**config.mk**
```make
export PLATFORM = sky130hd
export DESIGN_NAME = ecc_page_regs
export DESIGN_NICKNAME = d
export VERILOG_FILES = /design/src/hw/ecc_pkg.sv /design/src/hw/ecc_page_regs.sv
export SDC_FILE = /design/constraint.sdc
export NUM_CORES = 1
export LEC_CHECK = 0
export ABC_AREA = 1
export BUFFER_PORTS_ARGS = -buffer_cell sky130_fd_sc_hd__buf_4
export CELL_PAD_IN_SITES_DETAIL_PLACEMENT = 0
export CELL_PAD_IN_SITES_GLOBAL_PLACEMENT = 1
export CORE_MARGIN = 2
export CORE_UTILIZATION = 39
export DETAILED_ROUTE_END_ITERATION = 6
export GPL_TIMING_DRIVEN = 0
export PLACE_DENSITY_LB_ADDON = 0.2
export SETUP_SLACK_MARGIN = 0.4
export SYNTH_ARGS = -nofsm -noshare
export SYNTH_HDL_FRONTEND = slang
export SYNTH_SLANG_ARGS = --single-unit
```
**constraint.sdc**
```tcl
create_clock -name clk -period 5.5 [get_ports clk]
set_input_delay 0.55 -clock clk [delete_from_list [all_inputs] [get_ports clk]]
set_output_delay 0.55 -clock clk [all_outputs]
set_load 0.02 [all_outputs]
```
**src/hw/ecc_pkg.sv**
```systemverilog
package ecc_pkg;

	localparam int ADDR_W = 8;
	localparam int DATA_W = 32;

	// register byte offsets
	localparam logic [ADDR_W-1:0] OFF_CTRL = 8'h00;
	localparam logic [ADDR_W-1:0] OFF_MODE = 8'h04;
	localparam logic [ADDR_W-1:0] OFF_STAT = 8'h08;
	localparam logic [ADDR_W-1:0] OFF_PAR = 8'h0c;
	localparam logic [ADDR_W-1:0] OFF_NPAR = 8'h10;

	// field positions and reset values
	localparam int CTRL_RST_BIT = 0;
	localparam int STAT_REC_BIT = 0;
	localparam int STAT_CODE_BIT = 1;
	localparam int STAT_MULT_BIT = 2;
	localparam logic [1:0] MODE_RESET = 2'h0;
	localparam logic [15:0] CODE_RESET = 16'h0000;

	// page geometry: data words and total words for page select 0
	localparam logic [12:0] DATA_WORDS_BASE = 13'h0200;
	localparam logic [12:0] TOTAL_WORDS_BASE = 13'h0210;
	localparam logic [12:0] CODE_WORDS_WIDE = 13'h0002;
	localparam logic [12:0] CODE_WORDS_NARROW = 13'h0004;
	localparam logic [3:0] BIT_MASK_WIDE = 4'hf;
	localparam logic [3:0] BIT_MASK_NARROW = 4'h7;

	localparam logic [1:0] RESP_OKAY = 2'h0;

	typedef enum logic [1:0] {
		ECC_IDLE = 2'h0,
		ECC_DATA = 2'h1,
		ECC_SPARE = 2'h3
	} ecc_phase_t;

	typedef struct packed {
		logic cmd;
		logic cmdRead;
		logic wordValid;
		logic [15:0] word;
	} ecc_flash_t;

	typedef struct packed {
		logic awReady;
		logic wReady;
		logic arReady;
		logic bValid;
		logic rValid;
		logic awHeld;
		logic wHeld;
		logic [ADDR_W-1:0] awAddr;
		logic [DATA_W-1:0] wData;
		logic [3:0] wStrb;
		logic [DATA_W-1:0] rData;
		logic [1:0] mode;
		logic [1:0] pageSel;
		logic wide;
		logic dirRead;
		logic rec;
		logic codeErr;
		logic mult;
		logic [15:0] pr;
		logic [15:0] npr;
		logic [15:0] accP;
		logic [15:0] accN;
		logic [31:0] stored;
		logic [12:0] cnt;
		ecc_phase_t phase;
	} ecc_state_t;

endpackage

```
**src/hw/ecc_page_regs.sv**
```systemverilog
// Added by the designer: register access over AXI4-Lite.
`timescale 1ns/1ps
// Summary of operation
// - Writing 1 to control bit 0 clears the parity and inverse parity registers unless a result is written in the same cycle, 0 does nothing.
// - The two-bit page select in the mode register picks 528, 1056, 2112 or 4224 words.
// - A protected word is 8 or 16 bits wide, following the flash organization.
// - The recoverable flag reads 1 on detected data errors, single if the multiple flag is 0.
// - The code error flag reads 1 when one bit of the stored check bytes is wrong.
// - The multiple error flag reads 1 when more than one error is found, else 0.
// - After a single error read the bit offset field holds the corrupted bit position.
// - After a single error read the word field holds the failing word index.
// - Registers sit at 0x00 control, 0x04 mode, 0x08 status, 0x0c and 0x10 parity, all reset 0.
// - Status and both parity registers clear on every flash command, and on a software reset unless a result is written in the same cycle.
// - A 32-bit single-correct double-detect code is built from line and column parity.
// - One bit is correctable per page of 512, 1024, 2048 or 4096 data words.
module ecc_page_regs (
	input wire logic clk,
	input wire logic rst,
	input wire logic [ecc_pkg::ADDR_W-1:0] awaddr,
	input wire logic awvalid,
	output logic awready,
	input wire logic [ecc_pkg::DATA_W-1:0] wdata,
	input wire logic [3:0] wstrb,
	input wire logic wvalid,
	output logic wready,
	output logic [1:0] bresp,
	output logic bvalid,
	input wire logic bready,
	input wire logic [ecc_pkg::ADDR_W-1:0] araddr,
	input wire logic arvalid,
	output logic arready,
	output logic [ecc_pkg::DATA_W-1:0] rdata,
	output logic [1:0] rresp,
	output logic rvalid,
	input wire logic rready,
	input wire ecc_pkg::ecc_flash_t flash,
	input wire logic wideBus
);

	ecc_pkg::ecc_state_t st_reg;
	ecc_pkg::ecc_state_t st_next;

	logic awHs, wHs, arHs;
	logic writeNow, swRst, wordTake, lastData, evalNow, codeNow;
	logic [12:0] dataLen, totalLen, spareIdx, codeWords;
	logic [11:0] wMask;
	logic [3:0] bMask;
	logic [15:0] fullMask, accPn, accNn, sP, sN;
	logic [31:0] storedN;
	logic [8:0] bitX;

	// xor of bit indices over set bits, plain and inverted, plus word parity
	function automatic logic [8:0] ecc_bit_xor(input logic [15:0] d, input logic wide,
		input logic [3:0] m);
		logic [3:0] xb;
		logic [3:0] xn;
		logic odd;
		xb = 4'h0;
		xn = 4'h0;
		odd = 1'b0;
		for (int b = 0; b < 16; b++) begin
			if (d[b] && (wide || b < 8)) begin
				xb = xb ^ 4'(b);
				xn = xn ^ (~4'(b) & m);
				odd = ~odd;
			end
		end
		return {odd, xn, xb};
	endfunction

	always_comb begin
		st_next = st_reg;
		awHs = awvalid && st_reg.awReady;
		wHs = wvalid && st_reg.wReady;
		arHs = arvalid && st_reg.arReady;
		writeNow = st_reg.awHeld && st_reg.wHeld && !st_reg.bValid;

		dataLen = ecc_pkg::DATA_WORDS_BASE << st_reg.pageSel;
		totalLen = ecc_pkg::TOTAL_WORDS_BASE << st_reg.pageSel;
		wMask = 12'(dataLen - 13'h1);
		bMask = st_reg.wide ? ecc_pkg::BIT_MASK_WIDE : ecc_pkg::BIT_MASK_NARROW;
		codeWords = st_reg.wide ? ecc_pkg::CODE_WORDS_WIDE : ecc_pkg::CODE_WORDS_NARROW;
		fullMask = {wMask, bMask};
		spareIdx = st_reg.cnt - dataLen;

		bitX = ecc_bit_xor(flash.word, st_reg.wide, bMask);
		accPn = st_reg.accP ^ {12'h000, bitX[3:0]};
		accNn = st_reg.accN ^ {12'h000, bitX[7:4]};
		if (bitX[8]) begin
			accPn = accPn ^ {st_reg.cnt[11:0], 4'h0};
			accNn = accNn ^ {~st_reg.cnt[11:0] & wMask, 4'h0};
		end

		// stored code arrives little-endian at the head of the spare area
		storedN = st_reg.wide ? {flash.word, st_reg.stored[31:16]}
			: {flash.word[7:0], st_reg.stored[31:8]};
		sP = st_reg.accP ^ storedN[15:0];
		sN = st_reg.accN ^ storedN[31:16];

		// a command in the same cycle as a word wins; the word is dropped
		wordTake = flash.wordValid && !flash.cmd;
		lastData = wordTake && st_reg.phase == ecc_pkg::ECC_DATA
			&& st_reg.cnt == dataLen - 13'h1;
		codeNow = wordTake && st_reg.phase == ecc_pkg::ECC_SPARE && st_reg.dirRead
			&& spareIdx < codeWords;
		evalNow = codeNow && spareIdx == codeWords - 13'h1;
		swRst = writeNow && st_reg.awAddr == ecc_pkg::OFF_CTRL && st_reg.wStrb[0]
			&& st_reg.wData[ecc_pkg::CTRL_RST_BIT];

		// bus channel bookkeeping
		if (awHs) begin
			st_next.awHeld = 1'b1;
			st_next.awAddr = awaddr;
		end
		if (wHs) begin
			st_next.wHeld = 1'b1;
			st_next.wData = wdata;
			st_next.wStrb = wstrb;
		end
		if (st_reg.bValid && bready) begin
			st_next.bValid = 1'b0;
		end
		if (st_reg.rValid && rready) begin
			st_next.rValid = 1'b0;
		end
		if (writeNow) begin
			st_next.bValid = 1'b1;
			st_next.awHeld = 1'b0;
			st_next.wHeld = 1'b0;
			if (st_reg.awAddr == ecc_pkg::OFF_MODE && st_reg.wStrb[0]) begin
				st_next.mode = st_reg.wData[1:0];
			end
		end

		// register map, reserved and write-only read zero
		if (arHs) begin
			st_next.rValid = 1'b1;
			case (araddr)
				ecc_pkg::OFF_MODE: st_next.rData = 32'(st_reg.mode);
				ecc_pkg::OFF_STAT: st_next.rData = 32'({st_reg.mult, st_reg.codeErr, st_reg.rec});
				ecc_pkg::OFF_PAR: st_next.rData = 32'(st_reg.pr);
				ecc_pkg::OFF_NPAR: st_next.rData = 32'(st_reg.npr);
				default: st_next.rData = 32'h0000_0000;
			endcase
		end

		case (st_reg.phase)
			ecc_pkg::ECC_DATA: begin
				if (wordTake) begin
					st_next.accP = accPn;
					st_next.accN = accNn;
					st_next.cnt = st_reg.cnt + 13'h1;
					if (lastData) begin
						st_next.pr = accPn;
						st_next.npr = accNn;
						st_next.phase = ecc_pkg::ECC_SPARE;
					end
				end
			end
			ecc_pkg::ECC_SPARE: begin
				if (wordTake) begin
					st_next.cnt = st_reg.cnt + 13'h1;
					// code words fetched from the spare area
					if (codeNow) begin
						st_next.stored = storedN;
					end
					if (st_reg.cnt == totalLen - 13'h1) begin
						st_next.phase = ecc_pkg::ECC_IDLE;
					end
				end
			end
			default: st_next.phase = ecc_pkg::ECC_IDLE;
		endcase

		if (evalNow) begin
			// syndrome left in both parity registers
			st_next.pr = sP;
			st_next.npr = sN;
			if ({sP, sN} != 32'h0) begin
				if ($onehot({sP, sN})) begin
					st_next.codeErr = 1'b1;
				end else if ((sP ^ sN) == fullMask && ((sP | sN) & ~fullMask) == 16'h0) begin
					st_next.rec = 1'b1;
				end else begin
					st_next.rec = 1'b1;
					st_next.mult = 1'b1;
				end
			end
		end

		// software parity reset, a same-cycle result wins
		if (swRst) begin
			st_next.accP = ecc_pkg::CODE_RESET;
			st_next.accN = ecc_pkg::CODE_RESET;
			st_next.cnt = 13'h0;
			st_next.phase = ecc_pkg::ECC_IDLE;
			if (!lastData && !evalNow) begin
				st_next.pr = ecc_pkg::CODE_RESET;
				st_next.npr = ecc_pkg::CODE_RESET;
				st_next.rec = 1'b0;
				st_next.codeErr = 1'b0;
				st_next.mult = 1'b0;
			end
		end

		if (flash.cmd) begin
			st_next.pr = ecc_pkg::CODE_RESET;
			st_next.npr = ecc_pkg::CODE_RESET;
			st_next.rec = 1'b0;
			st_next.codeErr = 1'b0;
			st_next.mult = 1'b0;
			st_next.accP = ecc_pkg::CODE_RESET;
			st_next.accN = ecc_pkg::CODE_RESET;
			st_next.cnt = 13'h0;
			st_next.stored = 32'h0000_0000;
			st_next.dirRead = flash.cmdRead;
			st_next.wide = wideBus;
			// page size is frozen per transfer so a mid-page write cannot skew it
			st_next.pageSel = st_reg.mode;
			st_next.phase = ecc_pkg::ECC_DATA;
		end

		st_next.awReady = !st_next.awHeld && !st_next.bValid;
		st_next.wReady = !st_next.wHeld && !st_next.bValid;
		st_next.arReady = !st_next.rValid;
	end

	always_ff @(posedge clk or posedge rst) begin
		if (rst) begin
			st_reg <= '0;
			st_reg.mode <= ecc_pkg::MODE_RESET;
			st_reg.phase <= ecc_pkg::ECC_IDLE;
		end else begin
			st_reg <= st_next;
		end
	end

	assign awready = st_reg.awReady;
	assign wready = st_reg.wReady;
	assign arready = st_reg.arReady;
	assign bvalid = st_reg.bValid;
	assign rvalid = st_reg.rValid;
	assign rdata = st_reg.rData;
	// only OKAY is ever answered
	assign bresp = ecc_pkg::RESP_OKAY;
	assign rresp = ecc_pkg::RESP_OKAY;
endmodule // ecc_page_regs

```
# Word level (Yosys, flattened, before mapping)
# Cells that the tools add are included.
[classes]
reduce_logical = 52
bitwise_logic = 55
shifts = 2
n_mux = 80
n_eq_ne = 16
magnitude_cmp = 1
n_addsub = 36
[ops]
columns = ["operator", "n"]
rows = [
  ["two-way mux 32 bit", 4],
  ["two-way mux 64 bit", 2],
  ["two-way mux 114 bit", 1],
  ["two-way mux 4 bit", 24],
  ["XOR 16 bit", 5],
  ["two-way mux 35 bit", 2],
  ["two-way mux 67 bit", 1],
  ["one-hot mux 16 bit (4 select lines)", 1],
  ["two-way mux 47 bit", 1],
  ["equality test 13 bit", 3],
  ["adder 1 x 1 -> 2 bit", 16],
  ["two-way mux 16 bit", 2],
  ["nonzero test 32 bit", 1],
  ["XOR 16 x 4 -> 16 bit", 2],
  ["logical AND 1 bit", 30],
  ["two-way mux 15 bit", 2],
  ["XOR 4 bit", 7],
  ["two-way mux 1 bit", 27],
  ["one-hot mux 13 bit (2 select lines)", 1],
  ["left shift 10 x 2 -> 13 bit (first input constant)", 2],
  ["subtractor 13 x 1 -> 13 bit (second input constant)", 2],
  ["adder 2 x 2 -> 3 bit", 8],
  ["two-way mux 3 bit", 6],
  ["adder 3 x 3 -> 4 bit", 4],
  ["other kinds (39)", 88],
]
[word_totals]
out_inout_bits = 41
ff_bits = 170
elab_cells = 267
inputBits = 79

# Longest topological paths before layout
[logic_depth]
word_depth = 40
mapped_depth = 28
mapped_depth_nobuf = 26

# Worst setup path before layout
# No wires, ideal clock.
[synth_path]
kind = "register -> register"
from = "register st_reg[115] (netlist name)"
to = "register st_reg[111] (netlist name)"
stages_incl_launch_ff = 25
arrival_ps = 5366
slack_ps = 7
period_less_slack_ps = 5493
t_required_ps = 5373
n_path_buf = 2
setup_time_ps = 127
cell_sequence = "dfrtp_1 buf_6 inv_2 buf_2 nand2_1 nand2_1 nand2_1 nand2_1 inv_1 fa_1 inv_1 fa_1 fa_1 fa_1 fa_1 inv_1 fa_1 ha_1 fa_1 nor4_1 nand4_1 nand3_1 nor2_1 nor2_1 nor2_1"
[synth_lines]
columns = ["element", "line", "source"]
rows = [
  ["start, declared", "ecc_page_regs.sv:40", "ecc_pkg::ecc_state_t st_reg;"],
  ["start signal, assigned", "ecc_page_regs.sv:234", "st_reg <= st_next;"],
]

# Final worst setup path
[layout_path]
from = "register st_reg[115] (netlist name)"
to = "register st_reg[34] (netlist name)"
[layout_between]
elab_chain_len = 5
elab_cells_between_ends = 10
cone_classes = "order compare (1); mux (6); reduce/logical (3)"
[layout_rtl]
columns = ["element", "line"]
rows = [
  ["two-way mux 3 bit / two-way mux 32 bit (equally long branches)", "ecc_page_regs.sv:82, ecc_page_regs.sv:95"],
  ["< comparator 13 x 3 -> 1 bit / two-way mux 32 bit (equally long branches)", "ecc_page_regs.sv:105, ecc_page_regs.sv:164"],
  ["logical AND 1 bit / two-way mux 47 bit (equally long branches)", "ecc_page_regs.sv:105, ecc_page_regs.sv:161"],
  ["nonzero test 2 bit (no source line) / two-way mux 32 bit (equally long branches)", "-"],
  ["AND reduction 3 bit (no source line) / two-way mux 114 bit (equally long branches)", "-"],
]
# Several ways; a longest one is shown, not always the timed one. The select of a mux whose other input is x is not followed.
# A chain may end at the register's enable or synchronous reset.

==> results.json <==
{
  "numCtsBuffers": 17,
  "r2r_end": "st_reg[34]$_DFFE_PP0P_",
  "final_net_count": 1918,
  "setup_viol": 4,
  "crit_top_cell": "buf_4",
  "layout-drive-gt1-share_pct": 19.27,
  "cts_sinks": 146,
  "required_ns": 5.82,
  "n_antenna_cell": 0,
  "fmax_mhz": 168.0,
  "viasPerCell": 5.109,
  "crit_family": "buffers and inverters",
  "power.density_mw_per_mm2": 441.3,
  "crit_path_start_kind": "register",
  "reg2reg_from": "st_reg[115]$_DFFE_PP0P_",
  "failed_checks": "max-capacitance violations, max-slew violations, negative setup slack",
  "clk_latency_ns": 0.45,
  "root_buffer": "clkbuf_16",
  "worst-path-buf-inv": 42,
  "dieWidth_um": 171.9,
  "wl_met2_um": 18910,
  "post-route-drc-count": 0,
  "via_count": 11160,
  "dieArea_sq_mm": 0.02956,
  "grt_start_max_net_pins": 117,
  "overflow": 0,
  "design_area_sq_mm": 0.01361,
  "crit_path_end_kind": "register",
  "arrival_ns": 6.27,
  "rows": 61,
  "wl_met3_um": 2614,
  "synth_top_area_share_pct": 33.22,
  "grt_pass1_wl_um": 61330,
  "post-dp-hpwl_um": 29590,
  "firstDrtPassIters": 6,
  "setup_ws_ns": -0.4506,
  "status": "complete, but fails checks",
  "grt_use_total_pct": 28.22,
  "yosysMostFrequentCell": "nand2_1",
  "max_cap_viol_count": 2,
  "min_period_ns": 5.951,
  "clockBufferDepth": 2,
  "drt_iter0_markers": 917,
  "tightest_slew_ns": 1.634,
  "cp_max_fo": 8,
  "hold_viol": 0,
  "first_global_vias": 10660,
  "cts.htree.levels": 4,
  "slowest_stage": "dfrtp_2",
  "slew_headroom_pct": -9.953,
  "r2r_slack_ns": -0.45,
  "io_buffers": 65,
  "wl_met1_um": 17230,
  "initial_utilization_pct": 39.59,
  "fillers": 2855,
  "synth-seq-cells": 146,
  "top_layer": "met4",
  "criticalPathCategory": "register to register",
  "core_sq_mm": 0.02778,
  "ys_warn_count": 0,
  "hold_ws_ns": 0.04677,
  "netlist_top_cells_area": "dfrtp_1 (33%), nand2_1 (17%), nand3_1 (9.1%), inv_1 (8.3%), fa_1 (4.4%)",
  "antenna_found_initial": 0,
  "wl_um": 40550,
  "netlist_instances": 1615,
  "p_leak_nw": 7.115,
  "place.gp.congestion": 0.9047,
  "path_clk_slew_ns": 0.08,
  "largest_register_ffs": 125,
  "syn_to_final_growth_pct": 23.72,
  "rsz0062_at_grt": "yes",
  "hp-class": "input port to async pin",
  "avgRoutedWirePerCell_um": 18.57,
  "synth_edf_count": 0,
  "syn-cell-area_sq_mm": 0.01100,
  "async_flop_share_pct": 100.0,
  "peakVddDrop_mv": 0.4169,
  "synthTopCellsByCount": "nand2_1 (503), inv_1 (244), nand3_1 (199), dfrtp_1 (146), o21ai_0 (95)",
  "io_pins": 120,
  "post_dp_cell_area_sq_mm": 0.01211,
  "synth_seq_area_share_pct": 33.22,
  "fin_crit_sh_pct": 108.2,
  "syn_avg_cell_area_sq_um": 6.811,
  "maxSlewViolCount": 6,
  "max_stage_delay_ns": 0.48,
  "yosys.area.top_type": "dfrtp_1",
  "netlist-cell-type-count": 42,
  "skew_ns": 0.02032,
  "fp.dieH_um": 171.9,
  "rr_worst_depth": 46,
  "cts_tree": "built",
  "ant_nets": 0,
  "ys.flop_type": "dfrtp_1"
}
area by class of cell:
cell class / instances / area (sq um) / area share (%)
plain buffers: 93 / 648.1 / 4.763
flip-flops and latches: 146 / 3655 / 26.86
repair buffers: 140 / 1115 / 8.192
clock inverters: 14 / 177.7 / 1.306
multi-input cells: 1138 / 6121 / 44.98
inverters: 257 / 979.7 / 7.199
clock buffers: 18 / 439.2 / 3.227
well taps: 378 / 473.0 / 3.476
worst max-delay path by stage:
stage	start	endpoint	slack, ns	cells after the start
floorplan	st_reg[115]$_DFFE_PP0P_	st_reg[111]$_DFF_PP0_	0.23	25
global placement	rst	st_reg[65]$_DFFE_PP0P_	-1.20	2
detailed placement	st_reg[115]$_DFFE_PP0P_	st_reg[111]$_DFF_PP0_	-0.77	24
CTS	st_reg[115]$_DFFE_PP0P_	st_reg[111]$_DFF_PP0_	-0.33	25
global route	st_reg[115]$_DFFE_PP0P_	st_reg[34]$_DFFE_PP0P_	-0.54	47
finish	st_reg[115]$_DFFE_PP0P_	st_reg[34]$_DFFE_PP0P_	-0.45	46
cell families (layout without fill, tap and decap cells):
logic type,count (synthesis),count (layout),share of synthesized area [%]
other cells,1,20,0.03409
xor+xnor,61,61,4.926
flops,146,146,33.22
simple gates,839,839,32.69
buf+inv,350,522,13.87
compound gates,171,171,8.293
mux,1,1,0.1024
fa+ha+maj,46,46,6.871
through the flow:
step / setup slack, ns / utilization, % / TNS [ns] / cells / power, W
6_report: -0.4506 / 48.98 / -1.173 / 2184 / 0.006005
5_1_grt: -0.5358 / 48.98 / -1.965 / 2184 / 0.006602
2_1_floorplan: 0.2257 / - / 0 / 1634 / 0.003680
3_5_place_dp: -0.7742 / 43.59 / -2.180 / 2078 / 0.004559
3_3_place_gp: -1.202 / 43.47 / -174.83 / 2077 / 0.004410
4_1_cts: -0.3333 / 48.38 / -1.093 / 2179 / 0.005952
power breakdown:
part | internal, W | switching, W
sequential | 0.00121 | 0.000119
combinational | 0.00136 | 0.00204
clock | 0.000707 | 0.000566
worst reg2reg max path: cells and delay by family, from the launching register on:
family / cells / cell delay (ns)
buffers and inverters: 42 / 5.10
flip-flops: 1 / 0.48
AND/OR/NAND/NOR: 4 / 0.26
per-layer routing:
metal / vias up / global-route usage (%)
li1: 5381 / -
met2: 399 / 45.89
met3: 91 / 4.326
met1: 5288 / 37.43
met5: - / 0
met4: 0 / 12.09
what timing repair did:
action	in CTS	in global routing
hold buffers	0	0
gates resized for setup	67	31
setup buffers	69	5
pin swaps	15	10
endpoints found under the setup margin	3	4
cells in the final DEF (no fill, tap or decap), types with 9 or more instances in the layout:
master and n:
o21ai_0 95, nand2_1 455, nand3_1 195, clkbuf_1 20, buf_6 13, xor2_1 40, fa_1 24, inv_2 17
dfrtp_1 145, nand2_4 9, conb_1 20, o22ai_1 13, buf_4 166, a21oi_1 43, buf_2 22, nor3_1 14
nand4_1 14, nor2_1 66, xnor2_1 20, clkbuf_16 17, nand2_2 58, ha_1 21, inv_1 234
Note: power is estimated with default switching activity, not from simulation.
